`config.mk`:
```
export PLATFORM = sky130hd
export DESIGN_NAME = scsa_slave
export DESIGN_NICKNAME = d
export VERILOG_FILES = /design/src/scsa_sync.v /design/src/scsa_slave.v
export VERILOG_INCLUDE_DIRS = /design/src /design/src/src
export SDC_FILE = /design/constraint.sdc
export NUM_CORES = 1
export LEC_CHECK = 0
export BUFFER_PORTS_ARGS = -buffer_cell sky130_fd_sc_hd__buf_2
export CORE_AREA = 5 5 135 137
export DETAILED_ROUTE_END_ITERATION = 16
export DIE_AREA = 0 0 140 142
export GPL_ROUTABILITY_DRIVEN = 0
export PLACE_DENSITY = 0.56
export SYNTH_ARGS = -nofsm -noshare
export SYNTH_HDL_FRONTEND = slang
export SYNTH_SLANG_ARGS = --single-unit
```
`constraint.sdc`:
```
create_clock -name core_clk -period 2.9 [get_ports core_clk]
set_input_delay 0.435 -clock core_clk [delete_from_list [all_inputs] [get_ports core_clk]]
set_output_delay 0.435 -clock core_clk [all_outputs]
set_load 0.05 [all_outputs]
```
`src/scsa_defs.vh`:
```
// Function
// - Byte order: code, count, command, address, data
// - Count byte only in block transfers
// - Returned count includes status command byte
// - Count never includes the PEC byte
// - Byte address is dword address shifted two
// - Low byte eight bits, high byte six
// - Data bytes sent least significant first
// - Fourth data byte holds bits 31:24
// - Command bits 3:0 are byte enables
// - Command bit 4: zero write, one read
// - Bit 6 flags unclaimed last read
// - Bit 7 flags unclaimed last write
// - Clear flag means claimed, not completed
// - Code byte: end, start, function, size, PEC
// - Size: byte, word, block; one reserved
// - NACK commands while busy or data missing
// - Slave address latched from straps on the first clock after reset
`ifndef SCSA_DEFS_VH
`define SCSA_DEFS_VH
`define SCSA_CC_END       0
`define SCSA_CC_START     1
`define SCSA_CC_FUNC_LO   2
`define SCSA_CC_SIZE_LO   5
`define SCSA_CC_PEC       7
`define SCSA_FUNC_CSR     3'h0
`define SCSA_SIZE_BLOCK   2'h2
`define SCSA_CMD_RNW      4
`define SCSA_CMD_READ_UNCLAIMED_FLAG     6
`define SCSA_CMD_WRITE_UNCLAIMED_FLAG     7
`define SCSA_ADDR_FIXED   5'h1d
`define SCSA_ADDR_HI_BITS 6
`define SCSA_RD_COUNT     8'h07
`define SCSA_BIT_HALF     2
`endif

```
`src/scsa_sync.v`:
```
`timescale 1ns/1ps
module scsa_sync
(
    // Clock and reset
    input  wire core_clk,
    input  wire rst,
    // Pin in and filtered level out
    input  wire pinIn,
    output reg  level
);
reg s1;
reg s2;
reg s3;
always @(posedge core_clk)
begin
    if (rst)
    begin
        s1    <= 1'b1;
        s2    <= 1'b1;
        s3    <= 1'b1;
        level <= 1'b1;
    end
    else
    begin
        s1 <= pinIn;
        s2 <= s1;
        s3 <= s2;
        if (s2 == s3)
            level <= s3;
    end
end
endmodule

```
`src/scsa_slave.v`:
```
`timescale 1ns/1ps
`include "scsa_defs.vh"
module scsa_slave
(
    // Clock and reset
    input  wire        core_clk,
    input  wire        rst,
    // Address straps
    input  wire [1:0]  slave_addr_strap,
    // Serial link, open drain data
    input  wire        sclIn,
    input  wire        sdaIn,
    output wire        sdaOe_n,
    output wire        sdaOut,
    // Register access port
    output reg         csrReq,
    output reg         read_not_write,
    output reg  [15:0] csrByteAddr,
    output reg  [3:0]  csrByteEn,
    output reg  [31:0] csrWrData,
    input  wire        csrDone,
    input  wire        csrClaimed,
    input  wire [31:0] csrRdData,
    // Status
    output reg  [6:0]  slaveAddr,
    output reg         read_unclaimed_flag,
    output reg         write_unclaimed_flag
);
// ----------------------------------------
// Pin sampling
// ----------------------------------------
wire scl;
wire sda;
scsa_sync uScl (.core_clk(core_clk), .rst(rst), .pinIn(sclIn), .level(scl));
scsa_sync uSda (.core_clk(core_clk), .rst(rst), .pinIn(sdaIn), .level(sda));
reg sclD;
reg sdaD;
wire sclRise  = scl & ~sclD;
wire sclFall  = ~scl & sclD;
wire startCnd = scl & sclD & sdaD & ~sda;
wire stopCnd  = scl & sclD & ~sdaD & sda;
// ----------------------------------------
// Byte engine state
// ----------------------------------------
localparam ST_IDLE = 2'h0;
localparam ST_RX   = 2'h1;
localparam ST_ACK  = 2'h2;
localparam ST_TX   = 2'h3;
reg [1:0]  state;
reg [3:0]  bitCnt;
reg [7:0]  shReg;
reg        ackDrive;
reg        txBit;
reg        txMode;
reg [3:0]  bytePos;
reg        addrRead;
reg        isBlock;
reg        busy;
reg [7:0]  cmdByte;
reg [7:0]  addrLo;
reg [7:0]  addrHi;
reg        strapTaken;
reg        rdValid;
reg [31:0] rdData;
reg [7:0]  codeByte;
assign sdaOe_n = ~(ackDrive | (txBit == 1'b0 && state == ST_TX));
assign sdaOut  = 1'b0;
// Returned byte selection by position
function [7:0] txByte;
    input [3:0] pos;
    begin
        case (pos)
            4'h0:    txByte = `SCSA_RD_COUNT;
            4'h1:    txByte = {write_unclaimed_flag, read_unclaimed_flag, cmdByte[5:0]};
            4'h2:    txByte = addrLo;
            4'h3:    txByte = addrHi;
            4'h4:    txByte = rdData[7:0];
            4'h5:    txByte = rdData[15:8];
            4'h6:    txByte = rdData[23:16];
            4'h7:    txByte = rdData[31:24];
            default: txByte = 8'hff;
        endcase
    end
endfunction
// First bit on the wire of a returned byte
function txMsb;
    input [3:0] pos;
    reg   [7:0] full;
    begin
        full  = txByte(pos);
        txMsb = full[7];
    end
endfunction
wire [7:0] rxByte = shReg;
always @(posedge core_clk)
begin
    if (rst)
    begin
        sclD <= 1'b1;
        sdaD <= 1'b1;
        state <= ST_IDLE;
        bitCnt <= 4'h0;
        shReg <= 8'h00;
        ackDrive <= 1'b0;
        txBit <= 1'b1;
        txMode <= 1'b0;
        bytePos <= 4'h0;
        addrRead <= 1'b0;
        isBlock <= 1'b0;
        busy <= 1'b0;
        cmdByte <= 8'h00;
        addrLo <= 8'h00;
        addrHi <= 8'h00;
        codeByte <= 8'h00;
        strapTaken <= 1'b0;
        slaveAddr <= 7'h00;
        rdValid <= 1'b0;
        rdData <= 32'h00000000;
        csrReq <= 1'b0;
        read_not_write <= 1'b0;
        csrByteAddr <= 16'h0000;
        csrByteEn <= 4'h0;
        csrWrData <= 32'h00000000;
        read_unclaimed_flag <= 1'b0;
        write_unclaimed_flag <= 1'b0;
    end
    else
    begin
        sclD <= scl;
        sdaD <= sda;
        if (!strapTaken)
        begin
            strapTaken <= 1'b1;
            slaveAddr <= {`SCSA_ADDR_FIXED, slave_addr_strap};
        end
        csrReq <= 1'b0;
        if (busy && csrDone)
        begin
            busy <= 1'b0;
            if (read_not_write)
            begin
                read_unclaimed_flag <= ~csrClaimed;
                rdData <= csrRdData;
                rdValid <= 1'b1;
            end
            else
                write_unclaimed_flag <= ~csrClaimed;
        end
        if (startCnd)
        begin
            state <= ST_RX;
            bitCnt <= 4'h0;
            ackDrive <= 1'b0;
            txMode <= 1'b0;
            addrRead <= 1'b0;
            bytePos <= 4'hf;
        end
        else if (stopCnd)
        begin
            state <= ST_IDLE;
            ackDrive <= 1'b0;
        end
        else
        begin
            case (state)
                ST_RX:
                    if (sclRise)
                    begin
                        shReg <= {shReg[6:0], sda};
                        bitCnt <= bitCnt + 4'h1;
                    end
                    else if (sclFall && bitCnt == 4'h8)
                    begin
                        bitCnt <= 4'h0;
                        state <= ST_ACK;
                        ackDrive <= 1'b1;
                        if (bytePos == 4'hf)
                        begin
                            // reject when busy or data missing
                            if (rxByte[7:1] != slaveAddr || busy || (rxByte[0] && !rdValid))
                            begin
                                ackDrive <= 1'b0;
                                state <= ST_IDLE;
                            end
                            addrRead <= rxByte[0];
                            bytePos <= 4'h0;
                        end
                        else
                        begin
                            bytePos <= bytePos + 4'h1;
                            if (bytePos == 4'h0)
                            begin
                                codeByte <= rxByte;
                                isBlock <= (rxByte[6:5] == `SCSA_SIZE_BLOCK);
                                if (rxByte[4:2] != `SCSA_FUNC_CSR)
                                    ackDrive <= 1'b0;
                                if (rxByte[6:5] != `SCSA_SIZE_BLOCK)
                                    bytePos <= 4'h2;
                            end
                            else if (bytePos == 4'h2)
                                cmdByte <= rxByte;
                            else if (bytePos == 4'h3)
                                addrLo <= rxByte;
                            else if (bytePos == 4'h4)
                            begin
                                addrHi <= {2'b00, rxByte[`SCSA_ADDR_HI_BITS-1:0]};
                                if (cmdByte[`SCSA_CMD_RNW])
                                begin
                                    busy <= 1'b1;
                                    csrReq <= 1'b1;
                                    read_not_write <= 1'b1;
                                    rdValid <= 1'b0;
                                    csrByteAddr <= {rxByte[5:0], addrLo, {`SCSA_BIT_HALF{1'b0}}};
                                end
                            end
                            else if (bytePos >= 4'h5 && bytePos <= 4'h8)
                            begin
                                csrWrData <= {rxByte, csrWrData[31:8]};
                                if (bytePos == 4'h8 && !cmdByte[`SCSA_CMD_RNW])
                                begin
                                    busy <= 1'b1;
                                    csrReq <= 1'b1;
                                    read_not_write <= 1'b0;
                                    csrByteEn <= cmdByte[3:0];
                                    csrByteAddr <= {addrHi[5:0], addrLo, {`SCSA_BIT_HALF{1'b0}}};
                                end
                            end
                        end
                    end
                ST_ACK:
                    if (sclFall)
                    begin
                        ackDrive <= 1'b0;
                        if (addrRead)
                        begin
                            state <= ST_TX;
                            txMode <= 1'b1;
                            shReg <= txByte(isBlock ? 4'h0 : 4'h1);
                            txBit <= txMsb(isBlock ? 4'h0 : 4'h1);
                            bytePos <= isBlock ? 4'h0 : 4'h1;
                        end
                        else
                            state <= ST_RX;
                    end
                ST_TX:
                    if (sclFall)
                    begin
                        bitCnt <= bitCnt + 4'h1;
                        if (bitCnt == 4'h7)
                            txBit <= 1'b1;
                        else if (bitCnt == 4'h8)
                        begin
                            bitCnt <= 4'h0;
                            bytePos <= bytePos + 4'h1;
                            shReg <= txByte(bytePos + 4'h1);
                            txBit <= txMsb(bytePos + 4'h1);
                        end
                        else
                        begin
                            shReg <= {shReg[6:0], 1'b1};
                            txBit <= shReg[6];
                        end
                    end
                    else if (sclRise && bitCnt == 4'h8 && sda)
                        state <= ST_IDLE;
                default: state <= ST_IDLE;
            endcase
        end
    end
end
endmodule

```
==> impl_metrics.env, run 1 <==
export IMPL_drt_iter0_markers=537
export IMPL_synth_edf_count=0
export IMPL_slew_viol_final=0
export IMPL_num_vias=5900
export IMPL_syn_inst=814
export IMPL_syn_area_um2=6614
export IMPL_status="complete, no violations"
export IMPL_core_area_um2=16940
export IMPL_min_path_type="in -> reg"
export IMPL_ctsHtreeMaxLevel=4
export IMPL_routed_via_density=5.235
export IMPL_slowest_delay_ps=590
export IMPL_synth_warnings=0
export IMPL_cts_hold_buf=0
export IMPL_die_area_um2=19880
export IMPL_die_w_um=140
export IMPL_first_pass_iters=5
export IMPL_clk_pin_slew_ps=60
export IMPL_netlist_area_leader_share_pct=43.59
export IMPL_final_setup_viol_count=0
export IMPL_cts_buffers=17
export IMPL_ys_async_sr_fraction_pct=0
export IMPL_syn_area_per_cell_um2=8.125
export IMPL_cts_tree="yes"
export IMPL_initial_utilization_pct=39.05
export IMPL_rsz0062_at_grt="false"
export IMPL_grt_pass1_wl_um=29530
export IMPL_fin_skew_ps=8.694
export IMPL_end_kind="flop"
export IMPL_path_class="reg -> reg"
export IMPL_grt_total_usage_pct=18.49
export IMPL_clockBufferDepth=2
export IMPL_peakVddDrop_v=0.0004299
export IMPL_worstMarginPinSlew_ps=702.5
export IMPL_cp_max_fo=13
export IMPL_grt_overflow=0
export IMPL_leakage_nw=2.984
export IMPL_synth_area_leader_cell="dfxtp_1"
export IMPL_yosysMostFrequentCell="nand2_1"
export IMPL_cts_root_buf="clkbuf_16"
export IMPL_path_common_cell="inv_1"
export IMPL_startpoint_type="flop"
export IMPL_maxCapViolCount=0
export IMPL_remaining_drc_errors=0
export IMPL_finalSetupTns_ps=0
export IMPL_synthFlopType="dfxtp_1"
export IMPL_ioPinCount=105
export IMPL_diodes=0
export IMPL_grt_max_degree=76
export IMPL_p_per_area_nw_per_um2=537.4
export IMPL_relSlewSlack_pct=53.17
export IMPL_dp_cells=1095
export IMPL_yosysSeqAreaShare_pct=43.59
export IMPL_die_y_um=142
export IMPL_fmax_mhz=379.6
export IMPL_crit_path_cell_trace="inv_1, ha_1, inv_1, o221ai_2, or4_4, or3b_4, o32ai_2"
export IMPL_post_route_min_period_ps=2634
export IMPL_clk_latency_ps=430
export IMPL_port_buffers=100
export IMPL_routed_wl_um=18530
export IMPL_wl_per_cell_um=16.44
export IMPL_dp_slack_ps=181.8
export IMPL_layout_nets=942
export IMPL_ys_ff_latch=144
export IMPL_syn_to_final_growth_pct=19.13
export IMPL_stdcell_count=1127
export IMPL_synth_distinct_cells=65
export IMPL_synthTopCellsByCount="151 x nand2_1, 144 x dfxtp_1, 96 x a21oi_1"
export IMPL_timing_final_ws_setup_ps=265.9
export IMPL_clkSinkCount=144
export IMPL_period_share_pct=90.83
export IMPL_drive_gt1_share_pct=19.62
export IMPL_postRouteAntennaNets=0
export IMPL_rows=48
export IMPL_cp_slowest_cell="or4_4"
export IMPL_finalHoldViolCount=0
export IMPL_cts_setup_buffers=0
export IMPL_grt_pass1_vias=5484
export IMPL_detailed_place_hpwl_um=12940
export IMPL_arrival_ps=2980
export IMPL_synth_area_top_cells="dfxtp_1 44%, nand2_1 8.6%, a21oi_1 7.3%"
export IMPL_worst_ep_required_time_ps=3240
export IMPL_antenna_found_initial=0
-- metal layers --
layer	vias up	GRT usage [%]	share of wire, %
met5	-	0	0
met1	2732	26.18	48
met4	0	5.660	1.7
met3	24	4.402	5.4
met2	185	28.13	45
li1	2959	-	-
-- logic make-up after synthesis --
kind of cell | synth area share, %
flip-flops | 43.59
buffers and inverters | 5.789
other | 0.05670
XOR/XNOR | 0.5298
AND/OR/NAND/NOR | 22.11
multiplexers | 6.981
adder cells (fa/ha/maj) | 2.459
AO/OA/AOI/OAI | 18.48
-- area by class of cell --
type | instances | area (µm²)
Timing Repair Buffer | 124 | 708.2
Inverter | 18 | 67.56
Fill cell | 1726 | 9057
Sequential cell | 144 | 2883
Clock inverter | 14 | 141.4
Multi-Input combinational cell | 584 | 3368
Clock buffer | 18 | 429.2
Tap cell | 225 | 281.5
-- power by group --
part           leakage, nW  internal (W)  total, W  switching [W]
clock                0.272       0.00126   0.00212       0.000864
combinational         1.55     0.0000370  0.000119      0.0000824
sequential            1.16       0.00199   0.00199     0.00000582
-- cell usage in the layout (no fill, tap or decap), types with 3 or more instances in the layout --
master	synthesis	routed
a211oi_1	11	11
a21oi_1	96	96
a221oi_1	6	6
a222oi_1	8	8
a22o_1	3	3
a22oi_1	7	7
a31oi_1	4	4
and2_1	5	5
and3_1	5	5
buf_2	6	99
buf_4	7	23
clkbuf_16	0	17
clkinv_2	0	5
clkinvlp_4	0	4
conb_1	1	4
dfxtp_1	144	144
ha_1	13	13
inv_1	17	17
mux2i_1	45	45
nand2_1	151	151
nand2b_1	7	7
nand3_1	15	15
nand3b_1	6	6
nand4b_1	3	3
nor2_1	86	85
nor2b_1	9	9
nor3_1	10	10
o21ai_0	19	19
o21ai_1	4	4
o22a_1	5	5
o22ai_1	12	12
o32ai_2	3	3
or2_2	7	7
xor2_1	3	3
-- sequential cells by signal, summed over array words and instances (netlist names), 2 cells and up --
register,flops
csrByteEn,4
slaveAddr,3
rdData,32
addrLo,8
state,2
cmdByte,6
csrByteAddr,14
csrWrData,32
addrHi,6
bytePos,4
rxByte,8
bitCnt,4
-- worst paths after layout --
kind / from / to / slack (ps) / depth (start not counted)
worst max-delay path: state[0] / rxByte[4] / 270 / 7
worst max register to register: state[0] / rxByte[4] / 270 / 7
worst min-delay path: sdaIn / uSda.s1 / 190 / 2
worst min register to register: uSda.s1 / uSda.s2 / 410 / 1
-- metrics by stage --
step | hold slack (ps) | total power, W | utilization, % | cell area (µm²)
6_report | 190.9 | 0.004234 | 46.52 | 7879
3_5_place_dp | 393.2 | 0.002155 | 43.11 | 7302
5_1_grt | 175.8 | 0.004390 | 46.52 | 7879
2_1_floorplan | 389.5 | 0.002115 | - | 6625
3_3_place_gp | 393.8 | 0.002155 | 43.11 | 7302
4_1_cts | 171.0 | 0.004287 | 46.48 | 7873
-- worst max-delay path: cells and delay by family (launching register included) --
family	cells	cell delay, ps
adders and majority gates	1	370
AOI/OAI and AO/OA	2	400
buffers and inverters	2	380
and+or+nand+nor	2	1020
DFF	1	370
-- what timing repair did --
item,in CTS,in global routing
resized for setup,0,1
endpoints found under the hold margin,0,0
endpoints found under the setup margin,0,3
No activity file was read; power rests on OpenSTA's default activity.
==> run 2: changes to the inputs <==
Settings changed: GPL_TIMING_DRIVEN set to 0, RECOVER_POWER set to 100.
==> run 2 against run 1 <==
Clock power about the same. Global-route usage grew 1.7 points. Clock-buffer cell count decreased by 1. Clock skew up 7.1 ps. Die area did not move. Sequential share of layout area decreased by 0.14 points. Final area increased by 0.48%. Routed wire length grew 9.3%. Fmax shrank 4.1%. Critical path type unchanged. Highest routed layer unchanged.
==> impl_metrics.env, run 2 (synthesis results as in run 1) <==
export IMPL_cts_root_buf="clkbuf_16"
export IMPL_postRouteAntennaNets=0
export IMPL_syn_to_final_growth_pct=19.69
export IMPL_slew_viol_final=0
export IMPL_drive_gt1_share_pct=11.62
export IMPL_switching_share_pct=25.80
export IMPL_arrival_ps=3080
export IMPL_layout_common_cells="151 x nand2_1, 142 x dfxtp_1, 114 x clkbuf_1"
export IMPL_routed_wl_um=20250
export IMPL_antenna_found_initial=0
export IMPL_holdWs_ps=183.5
export IMPL_ctsHtreeMaxLevel=4
export IMPL_detailed_place_hpwl_um=14740
export IMPL_multiInputGateArea_um2=3371
export IMPL_num_vias=6173
export IMPL_cp_max_fo=10
export IMPL_final_setup_viol_count=0
export IMPL_seqPwrFrac_pct=46.5
export IMPL_die_area_um2=19880
export IMPL_power_total_w=0.004280
export IMPL_status="complete, no violations"
export IMPL_post_route_min_period_ps=2748
export IMPL_die_y_um=142
export IMPL_fmax_mhz=364.0
export IMPL_p_per_area_nw_per_um2=540.6
export IMPL_period_share_pct=94.74
export IMPL_layout_nets=987
export IMPL_ioPinCount=105
export IMPL_combPwrFrac_pct=3.2
export IMPL_grt_pass1_vias=5633
export IMPL_clockBufferDepth=2
export IMPL_fin_skew_ps=15.77
export IMPL_grt_total_usage_pct=20.18
export IMPL_maxCapViolCount=0
export IMPL_clkSinkCount=144
export IMPL_path_class="reg -> reg"
export IMPL_p_clk_share_pct=50.3
export IMPL_top_regs="csrWrData (32), rdData (32), csrByteAddr (14)"
export IMPL_num_fill_cells=1813
export IMPL_diodes=0
export IMPL_startpoint_type="flop"
export IMPL_routed_via_density=5.267
export IMPL_clk_pin_slew_ps=70
export IMPL_rows=48
export IMPL_post_route_util_pct=46.74
export IMPL_cts_buffers=17
export IMPL_regArea_um2=2885
export IMPL_die_w_um=140
export IMPL_grt_max_degree=18
export IMPL_initial_utilization_pct=39.05
export IMPL_grt_overflow=0
export IMPL_port_buffers=99
export IMPL_clk_latency_ps=440
export IMPL_wl_per_cell_um=17.28
export IMPL_end_kind="flop"
export IMPL_first_pass_iters=6
export IMPL_peakVddDrop_v=0.0004022
export IMPL_layout_commonest_cell="nand2_1"
export IMPL_cts_hold_buf=0
export IMPL_power_internal_w=0.003175
export IMPL_relSlewSlack_pct=40.49
export IMPL_grt_pass1_wl_um=31550
export IMPL_min_path_type="in -> reg"
export IMPL_final_area_um2=7916
export IMPL_core_area_um2=16940
export IMPL_remaining_drc_errors=0
export IMPL_worstMarginPinSlew_ps=887.8
export IMPL_cts_tree="yes"
export IMPL_finalHoldViolCount=0
export IMPL_leakage_nw=2.729
export IMPL_drt_iter0_markers=563
export IMPL_rsz0062_at_grt="false"
export IMPL_worst_ep_required_time_ps=3240
export IMPL_dpl_cell_area_um2=7402
export IMPL_p_switching_w=0.001104
-- run 2: repair_timing --
item | 4_1_cts | 5_1_grt
gates resized for setup | 4 | 6
endpoints found under the hold margin | 0 | 0
pin swaps | 0 | 1
endpoints found under the setup margin | 8 | 9
buffers inserted | 0 | 0
-- run 2: worst max-delay path, stage by stage, from the launching register on --
cell and delay, ps:
dfxtp_1 380, inv_1 90, ha_1 290, inv_1 270, o221ai_2 170, or4_1 580
buf_6 180, or3b_4 400, o32ai_2 300
-- run 2: cell type report --
class	instances	share of cell area (%)
Buffer	70	3.856
Clock buffer	17	5.374
Clock inverter	15	2.023
Inverter	18	0.8535
Multi-Input combinational cell	584	42.58
Sequential cell	144	36.45
Tap cell	225	3.556
Timing Repair Buffer	99	5.311
-- run 2: power by group through the flow --
| stage | combinational, W | clock (W) | sequential [W] |
|---|---|---|---|
| floorplan | 0.0000729 | 0 | 0.00204 |
| global placement | 0.000139 | 0 | 0.00203 |
| detailed placement | 0.000140 | 0 | 0.00203 |
| CTS | 0.000140 | 0.00219 | 0.00199 |
| global route | 0.000149 | 0.00228 | 0.00199 |
| finish | 0.000137 | 0.00215 | 0.00199 |
-- run 2: through the flow --
| step | TNS (ps) | setup slack, ps | instances |
|---|---|---|---|
| 2_1_floorplan | 0 | 550.2 | 817 |
| 3_3_place_gp | -233.3 | -107.8 | 1141 |
| 3_5_place_dp | -244.6 | -91.71 | 1141 |
| 4_1_cts | 0 | 28.79 | 1173 |
| 5_1_grt | 0 | 29.87 | 1172 |
| 6_report | 0 | 152.5 | 1172 |
-- run 2: path summary, 6_finish.rpt --
| path | cells after the start | slack (ps) | end | start |
|---|---|---|---|---|
| max | 8 | 150 | rxByte[3] | state[0] |
| max reg2reg | 8 | 150 | rxByte[3] | state[0] |
| min reg2reg | 1 | 410 | uSda.s2 | uSda.s1 |
| min | 2 | 180 | uScl.s1 | sclIn |
-- run 2: per-layer routing --
metal	global-route usage, %	vias to the layer above	wire [µm]
met3	5.040	30	1414
met4	5.558	0	380
met2	31.93	216	9175
met5	0	-	0
li1	-	3063	-
met1	27.64	2864	9280
